--- config.mk ---
export PLATFORM = sky130hd
export DESIGN_NAME = nibble_transfer_instr_exec
export DESIGN_NICKNAME = d
export VERILOG_FILES = /design/src/inc/nibble_xfer_pkg.sv /design/src/inc/exec_if.sv /design/src/design/opcode_decoder.sv /design/src/design/transfer_exec.sv /design/src/design/nibble_transfer_instr_exec.sv
export SDC_FILE = /design/constraint.sdc
export NUM_CORES = 1
export LEC_CHECK = 0
export BUFFER_PORTS_ARGS = -buffer_cell sky130_fd_sc_hd__buf_4
export CORE_AREA = 2 2 90 92
export CTS_CLUSTER_DIAMETER = 80
export DETAILED_ROUTE_END_ITERATION = 7
export DIE_AREA = 0 0 92 94
export PLACE_DENSITY = 0.79
export SYNTH_ARGS = -nofsm -noshare
export SYNTH_HDL_FRONTEND = slang
export SYNTH_SLANG_ARGS = --single-unit
--- constraint.sdc ---
create_clock -name core_clk -period 3.5 [get_ports core_clk]
set_input_delay 0.175 -clock core_clk [delete_from_list [all_inputs] [get_ports core_clk]]
set_output_delay 0.175 -clock core_clk [all_outputs]
set_load 0.01 [all_outputs]
--- src/inc/nibble_xfer_pkg.sv ---
// Constants, types and register map of the nibble transfer executor
package nibble_xfer_pkg;

  // Bus geometry
  localparam int ADDR_W = 6;
  localparam int DATA_W = 32;
  localparam int BE_W = 4;

  // Core register widths
  localparam int NIB_W = 4;
  localparam int BYTE_W = 8;
  localparam int PTR_W = 3;
  localparam int OPC_W = 10;
  localparam int CNT_W = 8;

  // Register byte offsets
  localparam logic [ADDR_W-1:0] OFS_ACC = 6'h00;
  localparam logic [ADDR_W-1:0] OFS_AUX = 6'h04;
  localparam logic [ADDR_W-1:0] OFS_SHIFT = 6'h08;
  localparam logic [ADDR_W-1:0] OFS_PTR = 6'h0C;
  localparam logic [ADDR_W-1:0] OFS_CMP = 6'h10;
  localparam logic [ADDR_W-1:0] OFS_IRQ1 = 6'h14;
  localparam logic [ADDR_W-1:0] OFS_CTRL = 6'h18;
  localparam logic [ADDR_W-1:0] OFS_INSTR = 6'h1C;
  localparam logic [ADDR_W-1:0] OFS_STATUS = 6'h20;

  // Control register fields
  localparam int CTRL_MODE_BIT = 0;
  localparam int CTRL_CARRY_BIT = 1;

  // Status register fields
  localparam int STAT_PEND_BIT = 0;
  localparam int STAT_UNKNOWN_BIT = 1;
  localparam int STAT_KIND_LSB = 2;
  localparam int STAT_CNT_LSB = 8;

  // Byte lanes
  localparam int LANE0 = 0;
  localparam int LANE1 = 1;
  localparam int LANE0_MSB = 7;
  localparam int LANE1_LSB = 8;

  // Field positions inside the core registers
  localparam int SHIFT_HI_MSB = 7;
  localparam int SHIFT_HI_LSB = 4;
  localparam int SHIFT_LO_MSB = 3;
  localparam int CMP_HI_MSB = 7;
  localparam int CMP_HI_LSB = 4;

  // Reset values
  localparam logic [NIB_W-1:0] RST_NIB = 4'h0;
  localparam logic [BYTE_W-1:0] RST_BYTE = 8'h00;
  localparam logic [PTR_W-1:0] RST_PTR = 3'h0;
  localparam logic [OPC_W-1:0] RST_OPC = 10'h000;
  localparam logic [CNT_W-1:0] RST_CNT = 8'h00;
  localparam logic [DATA_W-1:0] RST_WORD = 32'h0000_0000;
  localparam logic [CNT_W-1:0] CNT_ONE = 8'h01;

  // Opcodes handled by this block
  localparam logic [OPC_W-1:0] OPC_SHIFT_RD = 10'h278;
  localparam logic [OPC_W-1:0] OPC_PTR_RD = 10'h051;
  localparam logic [OPC_W-1:0] OPC_CMP_WR = 10'h239;
  localparam logic [OPC_W-1:0] OPC_IRQ_RD = 10'h253;

  typedef enum logic [2:0] {
    KIND_NONE = 3'b000,
    KIND_SHIFT_RD = 3'b001,
    KIND_PTR_RD = 3'b010,
    KIND_CMP_WR = 3'b011,
    KIND_IRQ_RD = 3'b100
  } instr_kind_t;

  typedef enum logic [0:0] {
    BUS_IDLE = 1'b0,
    BUS_ACK = 1'b1
  } bus_state_t;

endpackage : nibble_xfer_pkg

--- src/inc/exec_if.sv ---
// Signals shared by the top, the decoder and the execution unit
`timescale 1ns/10ps
interface exec_if;
  import nibble_xfer_pkg::*;

  logic [OPC_W-1:0] opcode;
  instr_kind_t kind;
  logic [NIB_W-1:0] acc;
  logic [NIB_W-1:0] aux;
  logic [BYTE_W-1:0] shift;
  logic [PTR_W-1:0] ptr;
  logic [NIB_W-1:0] irq1;
  logic mode;
  logic [NIB_W-1:0] new_acc;
  logic [NIB_W-1:0] new_aux;
  logic [BYTE_W-1:0] new_cmp;
  logic acc_we;
  logic aux_we;
  logic cmp_we;

  modport top (
    output opcode, acc, aux, shift, ptr, irq1, mode,
    input kind, new_acc, new_aux, new_cmp, acc_we, aux_we, cmp_we
  );
  modport decoder (
    input opcode,
    output kind
  );
  modport executor (
    input kind, acc, aux, shift, ptr, irq1, mode,
    output new_acc, new_aux, new_cmp, acc_we, aux_we, cmp_we
  );

endinterface : exec_if

--- src/design/opcode_decoder.sv ---
// Maps a 10-bit opcode onto one of the handled transfer kinds
`timescale 1ns/10ps
module opcode_decoder (
  exec_if.decoder dec
);
  import nibble_xfer_pkg::*;

  function automatic instr_kind_t decode_opcode(
    input logic [OPC_W-1:0] opc
  );
    instr_kind_t k;
    case (opc)
      OPC_SHIFT_RD: k = KIND_SHIFT_RD;
      OPC_PTR_RD: k = KIND_PTR_RD;
      OPC_CMP_WR: k = KIND_CMP_WR;
      OPC_IRQ_RD: k = KIND_IRQ_RD;
      default: k = KIND_NONE;
    endcase
    return k;
  endfunction : decode_opcode

  always_comb
  begin
    dec.kind = decode_opcode(dec.opcode);
  end

endmodule : opcode_decoder

--- src/design/transfer_exec.sv ---
// Works out the register updates of one transfer instruction
`timescale 1ns/10ps
module transfer_exec (
  exec_if.executor ex
);
  import nibble_xfer_pkg::*;

  always_comb
  begin
    ex.new_acc = ex.acc;
    ex.new_aux = ex.aux;
    ex.new_cmp = {ex.aux, ex.acc};
    ex.acc_we = 1'b0;
    ex.aux_we = 1'b0;
    ex.cmp_we = 1'b0;
    case (ex.kind)
      KIND_SHIFT_RD:
      begin
        // High half to aux, low half to acc; shift register untouched
        ex.new_aux = ex.shift[SHIFT_HI_MSB:SHIFT_HI_LSB];
        ex.new_acc = ex.shift[SHIFT_LO_MSB:0];
        ex.aux_we = 1'b1;
        ex.acc_we = 1'b1;
      end
      KIND_PTR_RD:
      begin
        ex.new_acc = {1'b0, ex.ptr};
        ex.acc_we = 1'b1;
      end
      KIND_CMP_WR:
      begin
        // Conversion mode leaves every register alone
        ex.cmp_we = ex.mode;
      end
      KIND_IRQ_RD:
      begin
        ex.new_acc = ex.irq1;
        ex.acc_we = 1'b1;
      end
      default:
      begin
        ex.acc_we = 1'b0;
      end
    endcase
  end

endmodule : transfer_exec

--- src/design/nibble_transfer_instr_exec.sv ---
// Register-transfer instruction executor with an Avalon-MM register port
// Function
// - Shift read splits shift register into aux, acc
// - Pointer read copies pointer into acc bits 2..0
// - Pointer read clears acc bit 3
// - Comparator write in comparator mode loads aux, acc
// - Comparator write in conversion mode changes nothing
// - Interrupt-control read copies its register into acc
// - Shift read targets aux high, acc low; shift kept
//
// The Avalon-MM interface to the registers and the placing of the registers were decided locally.
`timescale 1ns/10ps
module nibble_transfer_instr_exec (
  input wire logic core_clk,
  input wire logic rst_n,
  input wire logic ce,
  input wire logic [nibble_xfer_pkg::ADDR_W-1:0] avs_address,
  input wire logic avs_read,
  input wire logic avs_write,
  input wire logic [nibble_xfer_pkg::DATA_W-1:0] avs_writedata,
  input wire logic [nibble_xfer_pkg::BE_W-1:0] avs_byteenable,
  output logic [nibble_xfer_pkg::DATA_W-1:0] avs_readdata,
  output logic avs_waitrequest,
  output logic [nibble_xfer_pkg::BYTE_W-1:0] cmp_value,
  output logic exec_done,
  output logic skip_next,
  output logic carry_flag
);
  import nibble_xfer_pkg::*;

  typedef struct packed {
    bus_state_t bus;
    logic waitreq;
    logic [DATA_W-1:0] rdata;
    logic [NIB_W-1:0] acc;
    logic [NIB_W-1:0] aux;
    logic [BYTE_W-1:0] shift;
    logic [PTR_W-1:0] ptr;
    logic [BYTE_W-1:0] cmp;
    logic [NIB_W-1:0] irq1;
    logic mode;
    logic carry;
    logic [OPC_W-1:0] opcode;
    logic pending;
    logic done;
    logic skip;
    instr_kind_t last_kind;
    logic unknown;
    logic [CNT_W-1:0] count;
  } state_t;

  state_t st;
  state_t next_st;

  exec_if xif ();

  opcode_decoder u_decoder (
    .dec(xif.decoder)
  );

  transfer_exec u_exec (
    .ex(xif.executor)
  );

  // Current register values feed the decoder and execution unit
  assign xif.opcode = st.opcode;
  assign xif.acc = st.acc;
  assign xif.aux = st.aux;
  assign xif.shift = st.shift;
  assign xif.ptr = st.ptr;
  assign xif.irq1 = st.irq1;
  assign xif.mode = st.mode;

  function automatic logic [DATA_W-1:0] read_word(
    input state_t s,
    input logic [ADDR_W-1:0] addr
  );
    logic [DATA_W-1:0] w;
    // Unmapped offsets and unused bits read as zero
    w = RST_WORD;
    case (addr)
      OFS_ACC:
      begin
        w[NIB_W-1:0] = s.acc;
      end
      OFS_AUX:
      begin
        w[NIB_W-1:0] = s.aux;
      end
      OFS_SHIFT:
      begin
        w[BYTE_W-1:0] = s.shift;
      end
      OFS_PTR:
      begin
        w[PTR_W-1:0] = s.ptr;
      end
      OFS_CMP:
      begin
        w[BYTE_W-1:0] = s.cmp;
      end
      OFS_IRQ1:
      begin
        w[NIB_W-1:0] = s.irq1;
      end
      OFS_CTRL:
      begin
        w[CTRL_MODE_BIT] = s.mode;
        w[CTRL_CARRY_BIT] = s.carry;
      end
      OFS_INSTR:
      begin
        w[OPC_W-1:0] = s.opcode;
      end
      OFS_STATUS:
      begin
        w[STAT_PEND_BIT] = s.pending;
        w[STAT_UNKNOWN_BIT] = s.unknown;
        w[STAT_KIND_LSB +: $bits(instr_kind_t)] = s.last_kind;
        w[STAT_CNT_LSB +: CNT_W] = s.count;
      end
      default:
      begin
        w = RST_WORD;
      end
    endcase
    return w;
  endfunction : read_word

  // Byte lane test for the instruction word lanes
  function automatic logic lane_on(
    input logic [BE_W-1:0] be,
    input int lane
  );
    return be[lane];
  endfunction : lane_on

  always_comb
  begin
    next_st = st;
    next_st.done = 1'b0;
    next_st.skip = 1'b0;

    // Execute the instruction written in the previous access
    if (st.pending)
    begin
      next_st.pending = 1'b0;
      next_st.done = 1'b1;
      next_st.last_kind = xif.kind;
      next_st.unknown = (xif.kind == KIND_NONE);
      next_st.count = st.count + CNT_ONE;
      if (xif.acc_we)
      begin
        next_st.acc = xif.new_acc;
      end
      if (xif.aux_we)
      begin
        next_st.aux = xif.new_aux;
      end
      if (xif.cmp_we)
      begin
        next_st.cmp = xif.new_cmp;
      end
      // Carry and skip are never touched by these transfers
      next_st.carry = st.carry;
    end

    case (st.bus)
      BUS_IDLE:
      begin
        next_st.waitreq = 1'b1;
        if (avs_read || avs_write)
        begin
          next_st.bus = BUS_ACK;
          next_st.waitreq = 1'b0;
          if (avs_read)
          begin
            next_st.rdata = read_word(st, avs_address);
          end
        end
      end
      BUS_ACK:
      begin
        // A write lands at the edge that completes the handshake
        next_st.bus = BUS_IDLE;
        next_st.waitreq = 1'b1;
        if (avs_write)
        begin
          case (avs_address)
            OFS_ACC:
            begin
              if (avs_byteenable[LANE0])
              begin
                next_st.acc = avs_writedata[NIB_W-1:0];
              end
            end
            OFS_AUX:
            begin
              if (avs_byteenable[LANE0])
              begin
                next_st.aux = avs_writedata[NIB_W-1:0];
              end
            end
            OFS_SHIFT:
            begin
              if (avs_byteenable[LANE0])
              begin
                next_st.shift = avs_writedata[BYTE_W-1:0];
              end
            end
            OFS_PTR:
            begin
              if (avs_byteenable[LANE0])
              begin
                next_st.ptr = avs_writedata[PTR_W-1:0];
              end
            end
            OFS_CMP:
            begin
              if (avs_byteenable[LANE0])
              begin
                next_st.cmp = avs_writedata[BYTE_W-1:0];
              end
            end
            OFS_IRQ1:
            begin
              if (avs_byteenable[LANE0])
              begin
                next_st.irq1 = avs_writedata[NIB_W-1:0];
              end
            end
            OFS_CTRL:
            begin
              if (avs_byteenable[LANE0])
              begin
                next_st.mode = avs_writedata[CTRL_MODE_BIT];
                next_st.carry = avs_writedata[CTRL_CARRY_BIT];
              end
            end
            OFS_INSTR:
            begin
              // One program word per instruction; it runs next cycle
              if (lane_on(avs_byteenable, LANE0))
              begin
                next_st.opcode[LANE0_MSB:0] = avs_writedata[LANE0_MSB:0];
              end
              if (lane_on(avs_byteenable, LANE1))
              begin
                next_st.opcode[OPC_W-1:LANE1_LSB] =
                  avs_writedata[OPC_W-1:LANE1_LSB];
              end
              next_st.pending = lane_on(avs_byteenable, LANE0) ||
                lane_on(avs_byteenable, LANE1);
            end
            default:
            begin
              next_st.bus = BUS_IDLE;
            end
          endcase
        end
      end
      default:
      begin
        next_st.bus = BUS_IDLE;
        next_st.waitreq = 1'b1;
      end
    endcase
  end

  // Every field has a constant reset value; ce low freezes all of them
  always_ff @(posedge core_clk or negedge rst_n)
  begin
    if (!rst_n)
    begin
      st.bus <= BUS_IDLE;
      st.waitreq <= 1'b1;
      st.rdata <= RST_WORD;
      st.acc <= RST_NIB;
      st.aux <= RST_NIB;
      st.shift <= RST_BYTE;
      st.ptr <= RST_PTR;
      st.cmp <= RST_BYTE;
      st.irq1 <= RST_NIB;
      st.mode <= 1'b0;
      st.carry <= 1'b0;
      st.opcode <= RST_OPC;
      st.pending <= 1'b0;
      st.done <= 1'b0;
      st.skip <= 1'b0;
      st.last_kind <= KIND_NONE;
      st.unknown <= 1'b0;
      st.count <= RST_CNT;
    end
    else if (ce)
    begin
      st <= next_st;
    end
  end

  assign avs_readdata = st.rdata;
  assign avs_waitrequest = st.waitreq;
  assign cmp_value = st.cmp;
  assign exec_done = st.done;
  assign skip_next = st.skip;
  assign carry_flag = st.carry;

endmodule : nibble_transfer_instr_exec

==> impl_metrics.py, run 1 <==
metrics = {
    "routing": {
        "route.final.wire_length_mm": 9.45,
        "detail_route.iter0.violations": 358,
        "drt_first_pass_iters": 5,
        "antenna_left": 0,
        "avgRoutedWirePerCell_um": 17.9,
        "via_count": 3125,
        "vias_per_cell": 5.93,
        "drt_drc_violations_left": 0,
    },
    "timing": {
        "post-route-period-util_pct": 62.5,
        "setup-violations-final": 0,
        "final.min_clock_period_ns": 2.19,
        "clock.fmax_mhz": 457,
        "slew_headroom_pct": 39.7,
        "timing.final.hold_violations": 0,
        "fin_ws_ns": 1.31,
        "timing.clock.skew_ns": 0.00930,
        "setup_total_negative_slack_ns": 0,
        "rsz0062_at_grt": "no",
        "actual_slew_at_the_worst_max_slew_pin_ns": 0.905,
        "drv_slew": 0,
    },
    "final_layout": {
        "ratio_of_cells_with_drive_above_1_in_the_final_layout_pct": 25.9,
        "area_growth_from_synthesis_to_layout_pct": 8.81,
        "final_net_count": 468,
        "commonest_non_fill_non_tap_cell_in_the_layout": "dfrtp_1",
        "mostFrequentLayoutCells": "dfrtp_1 (74), buf_4 (51), nand2_1 (39)",
        "n_antenna_cell": 0,
    },
    "logic_synthesis": {
        "syn-instance-count": 402,
        "postSynthAreaPerCell_um2": 10.2,
        "ys_ff_latch": 75,
        "yosys_most_used_dff": "dfrtp_1",
        "synth_enable_flop_cells": 0,
        "post-synth-top-area-cell": "dfrtp_1",
        "ys_seq_area_share_pct": 45.7,
        "yosysWarningCount": 0,
        "synth_area_mm2": 0.00411,
        "netlist-cell-type-count": 61,
        "ys_async_sr_fraction_pct": 100,
        "post-synth-top-area-fraction_pct": 45.1,
        "synth.area.top_cells": "dfrtp_1 (45%), mux2_2 (8.8%), buf_4 (7.5%)",
    },
    "floorplan": {
        "chipWidth_um": 92,
        "design.die.area_mm2": 0.00865,
        "dieHeight_um": 94,
        "floorplan.rows": 32,
        "start_util_pct": 54.0,
        "coreArea_mm2": 0.00761,
        "design.portCount": 91,
    },
    "global_routing": {
        "grt_pass1_vias": 3047,
        "groute.layer.met1.usage_pct": 32.0,
        "overall_overflow_remaining_after_global_route": 0,
        "globalRouteTotalUtil_pct": 23.3,
        "pin_count_of_the_biggest_net_entering_global_routing": 76,
        "antenna_found_initial": 0,
        "grt_most_used_layer": "met2",
        "grt_util_met3_pct": 6.02,
        "groute.layer.met2.usage_pct": 33.9,
        "grt_first_pass_wirelength_mm": 15.4,
    },
    "run": {
        "maxCapViolCount": 0,
    },
    "worst_setup_path": {
        "startpoint": "xif.opcode[2]$_DFFE_PN0P_",
        "critPathMaxStageDelay_ns": 0.60,
        "critPathKind": "register to register",
        "cpMaxStageDelayCell": "or4b_4",
        "path_max_fanout": 9,
        "r2r_slack_ns": 1.31,
        "critPathCaptureType": "register",
        "data_required_time_at_the_worst_endpoint_ns": 3.74,
        "worst_setup_path_start_kind": "register",
        "worst_r2r_path_depth": 5,
        "worstSetupEndpoint": "xif.aux[2]$_DFFE_PN0P_",
        "path_depth": 5,
        "cpLargestDelayFamily": "simple AND/OR/NAND/NOR gates",
        "path_cells": "or4b_4 > nor4_4 > a21o_1 > nand2_2 > a22o_1",
        "crit-reg2reg-capture": "xif.aux[2]$_DFFE_PN0P_",
        "cp.buffers_inverters": 0,
        "arrival_ns": 2.43,
        "source_of_the_worst_register_to_register_timing_path": "xif.opcode[2]$_DFFE_PN0P_",
    },
    "power": {
        "switching_power_uw": 458,
        "p_per_area_mw_per_mm2": 384,
        "static-leakage-power_nw": 2.08,
        "clkPwrFrac_pct": 34.8,
        "power_frac_seq_pct": 54.2,
        "combinationalPowerShare_pct": 11.0,
        "sw_frac_of_total_pct": 26.6,
        "internal_power_mw": 1.26,
        "ir_worst_vdd_mv": 0.268,
    },
    "clock_network": {
        "h-tree-depth": 3,
        "later_pin_clock_latency_in_the_skew_report_ns": 0.35,
        "clock_buffers_created_by_tritoncts": 9,
        "cts.root.buffer_cell": "clkbuf_8",
        "cts_setup_buffers": 0,
        "tritoncts": "done",
        "clk_pin_slew_ns": 0.08,
        "clock_path_buffers": 2,
        "clock-sinks": 75,
    },
    "outcome": {
        "outcome": "completed",
    },
    "min_path": {
        "hold_path_class": "primary input to register",
        "min_delay_startpoint": "avs_writedata[9]",
    },
    "place": {
        "buffer_ports.inserted": 49,
        "gp_congestion": 0.909,
        "preCtsSetupSlack_ns": 1.27,
        "hpwl_mm": 6.91,
    },
}
[area by class of cell]
class	count	area, µm²
clock buffer	11	141
clock inverter	5	38.8
sequential	75	1880
multi-input combinational	277	1870
inverter	5	18.8
fill	636	3140
timing repair buffer	52	393
tap	102	128
[per-layer routing]
layer | routed length [µm] | part of all wire (%)
met1 | 4010 | 42
met4 | 379 | 4.0
met2 | 4270 | 45
met5 | 0 | 0
met3 | 788 | 8.3
[timing repair]
action,CTS,global route
hold buffers,1,0
hold endpoints to repair,25,0
resized for setup,0,0
[how the worst min path moves through the flow]
stage                              endpoint  slack (ns)  cells after the start
2_1_floorplan   avs_readdata[0]$_DFFE_PN0P_       -0.12                      0
3_3_place_gp   avs_readdata[10]$_DFFE_PN0P_        0.37                      1
6_report          xif.opcode[9]$_DFFE_PN0P_        0.07                      2
4_1_cts           xif.opcode[8]$_DFFE_PN0P_        0.05                      2
3_5_place_dp   avs_readdata[10]$_DFFE_PN0P_        0.37                      1
5_1_grt           xif.opcode[8]$_DFFE_PN0P_        0.06                      2
[kinds of logic after synthesis]
kind of cell               share of synthesized area [%]
muxes                                               9.75
AOI/OAI and AO/OA                                   13.6
other                                             0.0913
xor gates and xnor gates                            1.71
DFF                                                 45.7
adders and majority gates                          0.305
and+or+nand+nor                                     18.6
buffers and inverters                               10.2
[through the flow]
step / util, % / total power, mW / cells / cell area (µm²) / hold slack, ns
CTS: 58.7 / 1.73 / 527 / 4470 / 0.0546
detailed placement: 56.2 / 1.13 / 510 / 4280 / 0.370
finish: 58.7 / 1.72 / 527 / 4470 / 0.0674
global route: 58.7 / 1.80 / 527 / 4470 / 0.0578
global placement: 56.2 / 1.13 / 510 / 4280 / 0.370
floorplan: - / 1.07 / 418 / 4170 / -0.121
[power groups by stage]
stage / Combinational (mW) / Sequential, mW / Clock (mW)
after floorplan: 0.135 / 0.937 / 0
after global placement: 0.182 / 0.946 / 0
after detailed placement: 0.186 / 0.948 / 0
after CTS: 0.188 / 0.931 / 0.613
after global routing: 0.207 / 0.935 / 0.655
final: 0.188 / 0.932 / 0.598
[flip-flops by register name (all words and copies together), names as in the netlist]
| name | cells |
|---|---|
| avs_readdata | 16 |
| xif.aux | 4 |
| xif.mode | 1 |
| cmp_value | 8 |
| xif.shift | 8 |
| st | 14 |
| xif.irq1 | 4 |
| carry_flag | 1 |
| xif.acc | 4 |
| xif.opcode | 10 |
| xif.ptr | 3 |
| avs_waitrequest | 1 |
| exec_done | 1 |
[cells in the mapped netlist (all sizes together), types with 5 or more instances]
cell,n
dfrtp,74
clkbuf,15
and2,10
a22oi,6
mux2,32
inv,5
nor2,18
o21ai,16
nand3,19
a31oi,5
a221o,8
nand2,40
nand4,9
xnor2,5
and3,9
nor3,7
buf,46
a21oi,13
No activity file was read; power rests on OpenSTA's default activity.
==> run 2, diff against run 1 <==
- ABC_AREA: default -> 1
- CORE_AREA: 2 2 90 92 -> 2 2 98 100
- DIE_AREA: 0 0 92 94 -> 0 0 100 102
- PLACE_DENSITY: 0.79 -> 0.75
- clock period: 3.5 -> 1.9 ns (I/O delays scaled with it)
==> impl_metrics.py, run 2 <==
metrics = {
    "timing": {
        "timing.final.hold_violations": 0,
        "hold_slack_ns": 0.0144,
        "setup-violations-final": 0,
        "post-route-period-util_pct": 88.7,
        "drv_slew": 0,
        "timing.clock.skew_ns": 0.00971,
        "setup_total_negative_slack_ns": 0,
        "rsz0062_at_grt": "no",
        "clock.fmax_mhz": 593,
        "final.min_clock_period_ns": 1.69,
    },
    "global_routing": {
        "antenna_found_initial": 0,
        "grt_most_used_layer": "met2",
        "grt_pass1_vias": 3754,
        "pin_count_of_the_biggest_net_entering_global_routing": 41,
        "globalRouteTotalUtil_pct": 23.5,
        "grt_util_met3_pct": 3.28,
        "groute.layer.met2.usage_pct": 39.3,
        "grt_first_pass_wirelength_mm": 18.8,
        "groute.layer.met1.usage_pct": 31.2,
        "overall_overflow_remaining_after_global_route": 0,
    },
    "floorplan": {
        "coreArea_mm2": 0.00911,
        "design.portCount": 91,
        "start_util_pct": 48.8,
        "dieHeight_um": 102,
        "floorplan.rows": 35,
        "design.die.area_mm2": 0.0102,
        "chipWidth_um": 100,
    },
    "worst_setup_path": {
        "worst_setup_path_start_kind": "register",
        "critPathKind": "register to register",
        "path_max_fanout": 9,
        "worst_r2r_path_depth": 11,
        "source_of_the_worst_register_to_register_timing_path": "xif.opcode[7]$_DFFE_PN0P_",
        "crit-reg2reg-capture": "xif.acc[2]$_DFFE_PN0P_",
        "data_required_time_at_the_worst_endpoint_ns": 2.19,
        "critPathCaptureType": "register",
        "arrival_ns": 1.98,
        "r2r_slack_ns": 0.21,
    },
    "logic_synthesis": {
        "synth.area.top_cells": "dfrtp_1 (42%), nand2_1 (17%), buf_4 (6.9%)",
        "synth_xor_area_share_pct": 1.38,
        "postSynthAreaPerCell_um2": 7.37,
        "netlist-cell-type-count": 41,
        "ys_seq_area_share_pct": 42.3,
        "yosys_most_used_dff": "dfrtp_1",
        "synth_top_cells_by_count": "nand2_1 (200), dfrtp_1 (74), inv_1 (53)",
        "synthSimpleGateAreaFrac_pct": 32.1,
        "ys_ff_latch": 75,
        "synth_most_common_cell": "nand2_1",
        "post-synth-top-area-cell": "dfrtp_1",
        "syn-instance-count": 603,
        "post-synth-top-area-fraction_pct": 41.7,
        "synth_top_family_by_area": "simple AND/OR/NAND/NOR gates",
        "yosysWarningCount": 0,
        "area_fraction_in_compound_gates_after_synthesis_pct": 10.1,
        "synth_enable_flop_cells": 0,
        "post_synth_fa_ha_maj_area_fraction_pct": 0.282,
        "ys_async_sr_fraction_pct": 100,
        "synth_area_mm2": 0.00444,
        "synthMuxAreaShare_pct": 0,
    },
    "clock_network": {
        "clock_path_buffers": 2,
        "h-tree-depth": 3,
        "clock_buffers_created_by_tritoncts": 9,
        "clock-sinks": 75,
        "cts.root.buffer_cell": "clkbuf_8",
        "clk_pin_slew_ns": 0.08,
        "later_pin_clock_latency_in_the_skew_report_ns": 0.35,
        "tritoncts": "done",
    },
    "routing": {
        "detail_route.iter0.violations": 316,
        "drt_first_pass_iters": 5,
        "avgRoutedWirePerCell_um": 15.0,
        "via_count": 3957,
        "vias_per_cell": 5.23,
        "drt_drc_violations_left": 0,
        "antenna_left": 0,
        "route.final.wire_length_mm": 11.3,
    },
    "place": {
        "hpwl_mm": 8.44,
        "gp_congestion": 0.983,
        "buffer_ports.inserted": 49,
    },
    "final_layout": {
        "ratio_of_cells_with_drive_above_1_in_the_final_layout_pct": 17.2,
        "commonest_non_fill_non_tap_cell_in_the_layout": "nand2_1",
        "n_antenna_cell": 0,
        "core_utilization_of_the_finished_layout_pct": 55.1,
        "area_growth_from_synthesis_to_layout_pct": 13.0,
        "filler_cell_count": 854,
        "mostFrequentLayoutCells": "nand2_1 (200), dfrtp_1 (74), buf_4 (62)",
        "final_net_count": 688,
        "largest_register_ff_count": 16,
    },
    "power": {
        "sw_frac_of_total_pct": 27.6,
        "combinationalPowerShare_pct": 13.8,
        "ir_worst_vdd_mv": 0.391,
        "p_per_area_mw_per_mm2": 776,
        "power_frac_seq_pct": 47.1,
        "switching_power_mw": 1.08,
        "clkPwrFrac_pct": 39.1,
        "static-leakage-power_nw": 2.65,
        "internal_power_mw": 2.82,
    },
    "outcome": {
        "outcome": "completed",
    },
    "min_path": {
        "hold_path_class": "primary input to register",
        "hold_end": "xif.opcode[9]$_DFFE_PN0P_",
        "min_delay_startpoint": "avs_writedata[9]",
        "min_delay_path_depth": 3,
    },
    "run": {
        "maxCapViolCount": 0,
    },
}
[run 2: changes by cell type after synthesis, sizes merged, moves of 9 or more]
| cell | previous run | this run |
|---|---|---|
| nor2 | 18 | 46 |
| inv | 5 | 63 |
| o21ai | 16 | 62 |
| nand2 | 40 | 204 |
| nand3 | 19 | 47 |
| and2 | 10 | 0 |
| mux2 | 32 | 0 |
| and3 | 9 | 0 |
[run 2: critical path: stages, from the launching register on]
cell and delay (ns):
dfrtp_1 0.41, inv_1 0.11, nand2_1 0.13, nor2_4 0.24
nand3_1 0.14, nand2_1 0.12, nand2_2 0.09, nand2_1 0.12
nand2_1 0.08, nand3_1 0.08, nand2_1 0.06, nand2_1 0.05
[run 2: worst max path at each step]
stage | from | cells past startpoint | to | slack [ns]
2_1_floorplan | xif.opcode[7]$_DFFE_PN0P_ | 8 | xif.aux[1]$_DFFE_PN0P_ | 0.50
3_3_place_gp | xif.opcode[7]$_DFFE_PN0P_ | 11 | xif.acc[2]$_DFFE_PN0P_ | 0.29
3_5_place_dp | xif.opcode[9]$_DFFE_PN0P_ | 11 | xif.acc[2]$_DFFE_PN0P_ | 0.24
4_1_cts | xif.opcode[9]$_DFFE_PN0P_ | 11 | xif.acc[2]$_DFFE_PN0P_ | 0.23
5_1_grt | xif.opcode[7]$_DFFE_PN0P_ | 10 | xif.acc[3]$_DFFE_PN0P_ | 0.02
6_report | xif.opcode[7]$_DFFE_PN0P_ | 11 | xif.acc[2]$_DFFE_PN0P_ | 0.21
[run 2: kinds of logic (layout without fill, tap and decap cells)]
group	after synthesis	after routing
flip-flops	75	75
AO/OA/AOI/OAI	83	83
adder cells (fa/ha/maj)	1	1
AND/OR/NAND/NOR	318	318
other	1	17
buffers and inverters	118	144
XOR/XNOR	7	7
[run 2: through the flow]
step / worst slack, ns / power (mW) / cells / instance area [µm²]
floorplan: 0.496 / 2.23 / 619 / 4500
global placement: 0.292 / 2.38 / 738 / 4750
detailed placement: 0.243 / 2.40 / 738 / 4750
CTS: 0.234 / 3.91 / 755 / 5010
global route: 0.0198 / 4.07 / 756 / 5020
finish: 0.214 / 3.90 / 756 / 5020
[run 2: repair_timing]
item,4_1_cts,5_1_grt
resized for setup,0,1
setup endpoints to repair,0,6
hold endpoints to repair,35,0
buffers inserted,0,1
hold buffers,1,0
[run 2: metal layers]
metal	routed length, µm	up-vias
li1	-	1947
met1	5100	1836
met2	5240	151
met3	672	23
met4	301	0
met5	0	-
[run 2: area by class of cell]
| type | count | area, µm² | share of cell area (%) |
|---|---|---|---|
| repair buffers | 64 | 495 | 9.87 |
| multi-input cells | 426 | 2020 | 40.2 |
| flip-flops and latches | 75 | 1880 | 37.4 |
| clock buffers | 9 | 124 | 2.47 |
| well taps | 111 | 139 | 2.77 |
| clock inverters | 7 | 124 | 2.47 |
| inverters | 64 | 243 | 4.84 |
[run 2: power groups by stage]
stage / clock, mW / sequential, mW / combinational, mW
4_1_cts: 1.54 / 1.83 / 0.542
2_1_floorplan: 0 / 1.83 / 0.398
3_5_place_dp: 0 / 1.86 / 0.538
6_report: 1.52 / 1.83 / 0.539
3_3_place_gp: 0 / 1.86 / 0.525
5_1_grt: 1.60 / 1.85 / 0.614
